## config.mk

```make
export PLATFORM = sky130hd
export DESIGN_NAME = fpfs_top
export DESIGN_NICKNAME = d
export VERILOG_FILES = /design/src/fpfs_pkg.sv /design/src/fpfs_sync.sv /design/src/fpfs_top.sv
export VERILOG_INCLUDE_DIRS = /design/src
export SDC_FILE = /design/constraint.sdc
export NUM_CORES = 1
export LEC_CHECK = 0
export BUFFER_PORTS_ARGS = -buffer_cell sky130_fd_sc_hd__buf_2
export CAP_MARGIN = 20
export CORE_ASPECT_RATIO = 0.9
export CORE_MARGIN = 3
export CORE_UTILIZATION = 35
export CTS_CLUSTER_SIZE = 28
export DETAILED_ROUTE_END_ITERATION = 10
export PLACE_DENSITY = 0.54
export SLEW_MARGIN = 20
export SYNTH_ARGS = -nofsm -noshare
export SYNTH_HDL_FRONTEND = slang
export SYNTH_SLANG_ARGS = --single-unit
```

## constraint.sdc

```tcl
create_clock -name clock -period 2.1 [get_ports clock]
set_input_delay 0.315 -clock clock [delete_from_list [all_inputs] [get_ports clock]]
set_output_delay 0.315 -clock clock [all_outputs]
set_load 0.03 [all_outputs]
```

## src/fpfs_defines.svh

```systemverilog
// Purpose: Shared constants of the fan PWM fault supervisor.
// Assumes: One 125 MHz clock; all timing derived from it.
// Notes:   Definitions only; included by bare name.
`ifndef FPFS_DEFINES_SVH
`define FPFS_DEFINES_SVH

`define FPFS_CLK_HZ          125000000
`define FPFS_CLK_PERIOD_NS   8
`define FPFS_PWM_HZ          30
`define FPFS_RAMP_STEPS      256
// Clock cycles per ramp step; one PWM period is RAMP_STEPS steps.
`define FPFS_STEP_CYC        (`FPFS_CLK_HZ / (`FPFS_PWM_HZ * `FPFS_RAMP_STEPS))

`define FPFS_MISS_PERIODS    32
`define FPFS_START_PERIODS   32
`define FPFS_DIAG_PERIODS    3

// Sense blanking after each drive turn-on edge, a least time.
`define FPFS_BLANK_NS        20000
`define FPFS_BLANK_CYC       ((`FPFS_BLANK_NS + `FPFS_CLK_PERIOD_NS - 1) / `FPFS_CLK_PERIOD_NS)

// Bit positions inside the synchronised comparator vector.
`define FPFS_SYN_SHDN        0
`define FPFS_SYN_OVERTEMP    1
`define FPFS_SYN_SENSE       2
`define FPFS_SYN_WIDTH       3

`endif

```

## src/fpfs_pkg.sv

```systemverilog
// Purpose: Types of the fan PWM fault supervisor.
// Assumes: fpfs_defines.svh supplies the widths.
// Notes:   States are Gray coded along the start, normal, retry path.
`include "fpfs_defines.svh"

package fpfs_pkg;

  typedef enum logic [2:0] {
    FPFS_SHUTDOWN = 3'h0,
    FPFS_START1   = 3'h1,
    FPFS_START2   = 3'h3,
    FPFS_NORMAL   = 3'h2,
    FPFS_DIAG     = 3'h6,
    FPFS_RETRY    = 3'h7,
    FPFS_FAULT    = 3'h5
  } fpfs_mode_t;

  typedef struct packed {
    logic [`FPFS_SYN_WIDTH-1:0] meta;
    logic [`FPFS_SYN_WIDTH-1:0] stable;
  } fpfs_sync_t;

  typedef struct packed {
    fpfs_mode_t  mode;
    logic [15:0] step_cnt;
    logic [7:0]  ramp;
    logic [5:0]  per_cnt;
    logic [11:0] blank_cnt;
    logic [7:0]  duty;
    logic        sense_d;
    logic        drive;
    logic        fault_n;
  } fpfs_state_t;

endpackage

```

## src/fpfs_sync.sv

```systemverilog
// Purpose: Two-flop synchroniser for the comparator indications.
// Assumes: Inputs may change at any time relative to clock.
// Notes:   The first stage is read only by the second stage.
`timescale 1ns/1ps
`include "fpfs_defines.svh"

module fpfs_sync
  import fpfs_pkg::*;
(
  input  wire logic                       clock,   // System clock.
  input  wire logic                       rst_n,   // Synchronised reset, active low.
  input  wire logic                       clk_en,  // Freezes the stages while low.
  input  wire logic [`FPFS_SYN_WIDTH-1:0] async_in, // Raw comparator levels.
  output logic      [`FPFS_SYN_WIDTH-1:0] sync_out  // Levels in the clock domain.
);

  // Reset reads as shutdown requested, so no start fires before the real level arrives.
  localparam logic [`FPFS_SYN_WIDTH-1:0] SYN_RESET = {{(`FPFS_SYN_WIDTH-1){1'b0}}, 1'b1} << `FPFS_SYN_SHDN;

  fpfs_sync_t s_r;
  fpfs_sync_t s_nxt;

  always_comb begin
    s_nxt = s_r;
    if (clk_en) begin
      s_nxt.meta   = async_in;
      s_nxt.stable = s_r.meta;
    end
  end

  always_ff @(posedge clock or negedge rst_n) begin
    if (!rst_n) begin
      s_r.meta   <= SYN_RESET;
      s_r.stable <= SYN_RESET;
    end else begin
      s_r <= s_nxt;
    end
  end

  assign sync_out = s_r.stable;

endmodule

```

## src/fpfs_top.sv

```systemverilog
// Purpose: Sequencer and PWM generator of a supervised fan drive.
// Assumes: Demand words are synchronous to clock; comparator levels are not.
// Notes:   The PWM period is the timebase for every window except the sense blank window.
// What this block does
// - Sense pulses near a drive turn-on edge are blanked before detection.
// - Thirty-two periods without a pulse start a three-period full-on window.
// - No pulse in that window triggers the start-up timer again.
// - Timeout after that retry stops drive and latches fault low.
// - Power-up out of shutdown drives full on for thirty-two periods.
// - A pulse in start-up enters normal; else one more start-up, then fault.
// - Each normal loop pass clears the missing pulse counter on a pulse.
// - Normal operation exits only to shutdown or the diagnostic window.
// - Shutdown forces zero duty, fault inactive, and resumes like power-up.
// - Outside shutdown and fan fault, fault output follows the over-temperature comparator level.
// - Over-temperature alone never stops the drive or latches anything.
// - Duty each period follows the larger of the two demands.
// - A pulse in the diagnostic window returns to normal; else retry.
// - Fan fault holds fault low and drive off.
// - Fan fault is left only by shutdown and release, then power-up.
// - Any shutdown entry, even brief, resets and clears a latched fault.
// - Shutdown resets mode, step, ramp, period count and duty, and keeps the fault output inactive.
// - All windows but the blank window are counted in PWM ramp periods; blanking counts clocks.
`timescale 1ns/1ps
`include "fpfs_defines.svh"

module fpfs_top
  import fpfs_pkg::*;
#(
  parameter int STEP_CYC = `FPFS_STEP_CYC  // Clock cycles per ramp step.
)
(
  input  wire logic       clock,                 // 125 MHz system clock.
  input  wire logic       rst_n,                 // Asynchronous reset, active low.
  input  wire logic       clk_en,                // Freezes all state while low.
  input  wire logic [7:0] temp_demand_in,        // Temperature duty demand.
  input  wire logic [7:0] min_speed_demand_in,   // Minimum-speed duty demand.
  input  wire logic       min_speed_shutdown_in, // High while below shutdown threshold.
  input  wire logic       overtemp_in,           // High while above overtemp threshold.
  input  wire logic       sense_pulse_in,        // Commutation sense pulse level.
  output logic            fan_drive_out,         // Fan switch drive, high is on.
  output logic            fault_n_out,           // Fault output, active low.
  output logic      [2:0] seq_state_out,         // Current sequencer state code.
  output logic            period_tick_out        // One-cycle pulse at PWM period end.
);

  localparam logic [15:0] STEP_LAST  = 16'(STEP_CYC - 1);
  localparam logic [11:0] BLANK_LOAD = 12'(`FPFS_BLANK_CYC);
  localparam logic [5:0]  MISS_LAST  = 6'(`FPFS_MISS_PERIODS - 1);
  localparam logic [5:0]  START_LAST = 6'(`FPFS_START_PERIODS - 1);
  localparam logic [5:0]  DIAG_LAST  = 6'(`FPFS_DIAG_PERIODS - 1);

  // Drive is held fully on in every timed recovery state.
  function automatic logic forced_on(input fpfs_mode_t m);
    forced_on = (m == FPFS_START1) || (m == FPFS_START2) ||
                (m == FPFS_DIAG)   || (m == FPFS_RETRY);
  endfunction

  // Last period index of the window that a state times.
  function automatic logic [5:0] window_last(input fpfs_mode_t m);
    case (m)
      FPFS_DIAG:   window_last = DIAG_LAST;
      FPFS_NORMAL: window_last = MISS_LAST;
      default:     window_last = START_LAST;
    endcase
  endfunction

  logic [1:0]                 rst_sync_r;
  logic                       rst_int_n;
  logic [`FPFS_SYN_WIDTH-1:0] raw_vec;
  logic [`FPFS_SYN_WIDTH-1:0] syn_vec;
  fpfs_state_t                s_r;
  fpfs_state_t                s_nxt;
  logic                       tick;

  // Reset is asserted at once and released two edges later.
  always_ff @(posedge clock or negedge rst_n) begin
    if (!rst_n) begin
      rst_sync_r <= 2'h0;
    end else begin
      rst_sync_r <= {rst_sync_r[0], 1'b1};
    end
  end

  assign rst_int_n = rst_sync_r[1];

  assign raw_vec[`FPFS_SYN_SHDN]     = min_speed_shutdown_in;
  assign raw_vec[`FPFS_SYN_OVERTEMP] = overtemp_in;
  assign raw_vec[`FPFS_SYN_SENSE]    = sense_pulse_in;

  fpfs_sync u_sync (
    .clock    (clock),
    .rst_n    (rst_int_n),
    .clk_en   (clk_en),
    .async_in (raw_vec),
    .sync_out (syn_vec)
  );

  always_comb begin
    logic       shdn;
    logic       hot;
    logic       rise;
    logic       pulse;
    logic       timeout;
    logic       restart;
    logic [8:0] duty9;
    shdn    = syn_vec[`FPFS_SYN_SHDN];
    hot     = syn_vec[`FPFS_SYN_OVERTEMP];
    rise    = 1'b0;
    pulse   = 1'b0;
    timeout = 1'b0;
    restart = 1'b0;
    duty9   = 9'h000;
    tick    = 1'b0;
    s_nxt   = s_r;

    if (clk_en) begin
      // Ramp timebase: one period is 256 steps of STEP_CYC clocks.
      if (s_r.step_cnt == STEP_LAST) begin
        s_nxt.step_cnt = 16'h0000;
        s_nxt.ramp     = s_r.ramp + 8'h01;
        tick           = (s_r.ramp == 8'hff);
      end else begin
        s_nxt.step_cnt = s_r.step_cnt + 16'h0001;
      end

      // Duty is sampled once per period so a period never tears.
      if (tick) begin
        s_nxt.duty = (temp_demand_in > min_speed_demand_in) ?
                     temp_demand_in : min_speed_demand_in;
      end

      // Only rising sense edges outside the blank window count.
      s_nxt.sense_d = syn_vec[`FPFS_SYN_SENSE];
      rise  = syn_vec[`FPFS_SYN_SENSE] & ~s_r.sense_d;
      pulse = rise && (s_r.blank_cnt == 12'h000);

      if (tick) begin
        if (s_r.per_cnt == window_last(s_r.mode)) begin
          timeout = 1'b1;
        end else begin
          s_nxt.per_cnt = s_r.per_cnt + 6'h01;
        end
      end

      case (s_r.mode)
        FPFS_SHUTDOWN: begin
          if (!shdn) begin
            s_nxt.mode = FPFS_START1;
            restart    = 1'b1;
          end
        end
        FPFS_START1: begin
          if (pulse) begin
            s_nxt.mode    = FPFS_NORMAL;
            s_nxt.per_cnt = 6'h00;
          end else if (timeout) begin
            s_nxt.mode = FPFS_START2;
            restart    = 1'b1;
          end
        end
        FPFS_START2: begin
          if (pulse) begin
            s_nxt.mode    = FPFS_NORMAL;
            s_nxt.per_cnt = 6'h00;
          end else if (timeout) begin
            s_nxt.mode = FPFS_FAULT;
          end
        end
        FPFS_NORMAL: begin
          if (pulse) begin
            s_nxt.per_cnt = 6'h00;
          end else if (timeout) begin
            s_nxt.mode = FPFS_DIAG;
            restart    = 1'b1;
          end
        end
        FPFS_DIAG: begin
          if (pulse) begin
            s_nxt.mode    = FPFS_NORMAL;
            s_nxt.per_cnt = 6'h00;
          end else if (timeout) begin
            s_nxt.mode = FPFS_RETRY;
            restart    = 1'b1;
          end
        end
        FPFS_RETRY: begin
          if (pulse) begin
            s_nxt.mode    = FPFS_NORMAL;
            s_nxt.per_cnt = 6'h00;
          end else if (timeout) begin
            s_nxt.mode = FPFS_FAULT;
          end
        end
        FPFS_FAULT: begin
          s_nxt.per_cnt = 6'h00;
        end
        default: begin
          s_nxt.mode = FPFS_SHUTDOWN;
        end
      endcase

      // A full-on window restarts the ramp so it spans whole periods.
      if (restart) begin
        s_nxt.step_cnt = 16'h0000;
        s_nxt.ramp     = 8'h00;
        s_nxt.per_cnt  = 6'h00;
      end

      // Shutdown outranks every state, including a latched fault.
      if (shdn) begin
        s_nxt.mode     = FPFS_SHUTDOWN;
        s_nxt.step_cnt = 16'h0000;
        s_nxt.ramp     = 8'h00;
        s_nxt.per_cnt  = 6'h00;
        s_nxt.duty     = 8'h00;
      end

      if (forced_on(s_nxt.mode)) begin
        s_nxt.drive = 1'b1;
      end else if (s_nxt.mode == FPFS_NORMAL) begin
        duty9 = (s_nxt.duty == 8'hff) ? 9'h100 : {1'b0, s_nxt.duty};
        s_nxt.drive = ({1'b0, s_nxt.ramp} < duty9);
      end else begin
        s_nxt.drive = 1'b0;
      end

      // The blank window opens on each turn-on edge of the drive.
      if (s_nxt.drive && !s_r.drive) begin
        s_nxt.blank_cnt = BLANK_LOAD;
      end else if (s_r.blank_cnt != 12'h000) begin
        s_nxt.blank_cnt = s_r.blank_cnt - 12'h001;
      end

      // Over-temperature only flags; the drive above is untouched by it.
      case (s_nxt.mode)
        FPFS_SHUTDOWN: s_nxt.fault_n = 1'b1;
        FPFS_FAULT:    s_nxt.fault_n = 1'b0;
        default:       s_nxt.fault_n = ~hot;
      endcase
    end
  end

  always_ff @(posedge clock or negedge rst_int_n) begin
    if (!rst_int_n) begin
      s_r         <= '0;
      s_r.mode    <= FPFS_SHUTDOWN;
      s_r.fault_n <= 1'b1;
    end else begin
      s_r <= s_nxt;
    end
  end

  assign fan_drive_out   = s_r.drive;
  assign fault_n_out     = s_r.fault_n;
  assign seq_state_out   = s_r.mode;
  assign period_tick_out = tick;

endmodule

```

==> metrics <==
RSZ-0062 raised after global routing=true; required time of the critical path=2310 ps; Final Hold Viols=0; overflow left after global routing=0; Max FO, Critical Path=6; placed cells=roughly 780; average routed wire per standard cell=~16 um; detailed-route DRC error count=0; number of synthesized flops with an enable pin=0; Top FF cell, synth=dfrtp_1; Hold Path Depth=2; number of search-and-repair iterations in the first detailed-routing pass=5; number of cell instances on the worst register-to-register path=16; global-route wire length before repair=~22000 um; hold crit path type=input port to register; run status=complete, but fails checks; Mapped Cells=between 400 and 500; Max-Cap Viols=0; Port Buf Inserts=27; static leakage=between 3 and 4 nW; sum of net half-perimeters after detailed placement=~8900 um; # clock sinks=64; critical path launch point type=register; arrival time worst endpoint=approximately 4000 ps; most common library cell in the layout ignoring fill and taps=buf_4; Rel. slew slack=roughly a third; remaining antenna violation count after routing=0; Final #Nets=about 700; worst slack after detailed placement=-1892 ps; fin crit period=about 3700 ps; share of layout cells above drive strength 1=between 50% and 60%; top library cells by usage in the layout, fill and taps aside=buf_4, dfrtp_1, o21ai_0; Highest Clock Rate=267.8 MHz; # setup viols final=35; post-synthesis cell area=about 4300 um2; total power divided by cell area=around 650 nW/um2; 1st-iter DRT viols=about 320; failing checks=setup timing; CTS buffer count=9; Final Routed Wirelength=13230 um; maximum number of pins on one net before global-route repair=63; fin. max-slew vios=0; number of antenna repair diodes=0; Fin Clk Skew=between 5 and 6 ps; worst-skew pair later-pin latency=roughly 330 ps; standard-cell row count=37; share of async-settable or async-resettable flops after synthesis=100.0%; largest buffer count on any clock path=2; vias in the first global route=4438; Die Outline Area=around 14000 um2; Die X-Extent=122.3 um; final non-filler cell total=between 800 and 900; vias=4391; boundary pin count=28; worst ir drop on vdd=0.4171 mV; initial core utilization=about 37%; Area growth, synth to finish=60.99%; final hold slack=between 200 and 250 ps; WS Path Type=register to register; Die Span Y=around 110 um; library cells used by synthesis=68; Worst R2R Setup Slack=-1630 ps; Worst Slack Setup Final=-1634 ps; TritonCTS clock tree=done; H-tree depth=3; sequential-to-total area share from yosys stat=a little under two fifths; Root Buffer=clkbuf_16; yosys warns=0; layout filler cell count=roughly 1000; crit path cell chain=nand4_1 -> or4_4 -> nor3_4 -> buf_12 -> buf_4 -> nor2_1 -> a211o_1 -> nor3_4 -> nor2_4 -> buf_4 -> nand2_4 -> ha_4 -> nand4_1 -> or4_4 -> a211oi_4 -> o2bb2ai_1; Worst Tran Pin Value=approximately 960 ps; period utilisation layout=177.8%; Routability Congestion=between 0.8 and 0.9; Avg Inst Size Synth=about 9 um2; area of the core region=11670 um2; Via-to-Cell Ratio=around 5.3; number of nets produced by synthesis=between 500 and 600; worst stage delay on the critical path=about 560 ps; total routing resource utilization after global routing=19.84%; clock slew at reported path FFs=about 60 ps; number of antenna violations at the first check in global routing=0; Slowest-stage cell, CP=or4_4; endpoint type of the worst setup path=register; post-synthesis sequential element count=64
[metrics by stage]
stage	area [um2]	total power [mW]	TNS (ps)	utilization [%]
after floorplan	4467	2.082	-20120	-
after global placement	5829	2.559	-28020	49.97
after detailed placement	5829	2.592	-30270	49.97
after CTS	6701	4.461	-24510	57.44
after global routing	6863	4.690	-31760	58.83
final	6863	4.450	-26670	58.83
[cell usage after synthesis (3+ instances only)]
cell | number | share of area, %
dfrtp_1 | 61 | 36
o21ai_0 | 56 | 6.6
nand2_1 | 38 | 3.3
nor2_1 | 33 | 2.9
nand3_1 | 22 | 2.6
a21oi_1 | 20 | 2.3
ha_1 | 20 | 5.9
inv_1 | 17 | 1.5
clkbuf_1 | 15 | 1.3
mux2_2 | 14 | 3.7
and3_1 | 13 | 1.9
xor2_1 | 12 | 2.5
nand4_1 | 9 | 1.3
a31oi_1 | 8 | 1.2
xnor2_1 | 8 | 1.6
a21oi_2 | 7 | 1.4
nor3_1 | 7 | 0.82
o2bb2ai_1 | 7 | 1.4
a21o_1 | 6 | 1.1
a31oi_2 | 5 | 1.5
nand2b_1 | 5 | 0.73
a211o_1 | 4 | 0.82
nor2b_1 | 4 | 0.59
nor4_1 | 4 | 0.59
o22a_1 | 4 | 0.82
o31ai_1 | 4 | 0.70
a211oi_1 | 3 | 0.53
buf_4 | 3 | 0.53
buf_6 | 3 | 0.79
dfstp_2 | 3 | 1.8
mux2i_1 | 3 | 0.70
[per-layer routing]
metal | part of all wire (%) | wire [um] | vias up | global-route usage, %
li1 | - | - | 2147 | -
met1 | 46 | 6065 | 2125 | 26.58
met2 | 48 | 6404 | 92 | 32.38
met3 | 3.8 | 502 | 27 | 3.776
met4 | 2.0 | 261 | 0 | 5.896
met5 | 0 | 0 | - | 0
[critical path: cells and delay by family, from the launching register on]
kind / cells / cell delay, ps
and+or+nand+nor: 9 / 2080
DFF: 1 / 360
AOI/OAI and AO/OA: 3 / 620
buffers and inverters: 3 / 420
adders and majority gates: 1 / 140
[cell families after synthesis]
logic type                 Yosys count  synth area share, %
AOI/OAI and AO/OA                  143                22.25
muxes                               17                4.403
xor gates and xnor gates            20                4.109
buffers and inverters               40                4.344
DFF                                 64                37.66
and+or+nand+nor                    164                21.28
other                                1              0.08797
adders and majority gates           20                5.870
[layout make-up]
type | count | area (um2) | area share [%]
multi-input combinational | 365 | 2949 | 42.97
timing repair buffer | 216 | 1685 | 24.56
sequential | 64 | 1607 | 23.41
clock buffer | 11 | 232.7 | 3.391
tap | 156 | 195.2 | 2.844
clock inverter | 5 | 103.9 | 1.513
inverter | 18 | 90.09 | 1.313
[worst paths after layout]
path,endpoint,startpoint
max in group asynchronous,u_sync.s_r[3],rst_sync_r[1]
min in group asynchronous,u_sync.sync_out[1],rst_sync_r[1]
hold reg to reg,u_sync.sync_out[1],rst_sync_r[1]
setup / recovery,fan_drive_out,s_r[48]
hold / removal,u_sync.s_r[5],sense_pulse_in
setup reg to reg,fan_drive_out,s_r[48]
[power breakdown]
group          switching, mW  internal, mW
logic                  0.661         0.628
registers             0.0705          1.35
clock network          0.574          1.16
[sequential cells by signal, summed over array words and instances, names as in the netlist]
register / flops
fault_n_out: 1
u_sync.s_r: 3
s_r: 51
rst_sync_r: 2
seq_state_out: 3
fan_drive_out: 1
u_sync.sync_out: 3
[timing repair]
action / 4_1_cts / 5_1_grt
endpoints found under the hold margin: 2 / 0
hold buffers: 1 / 0
pin swaps: 25 / 13
cloned: 1 / 0
resized for setup: 63 / 28
setup endpoints to repair: 41 / 49
setup buffers: 31 / 12
(Power assumes the default switching activity.)
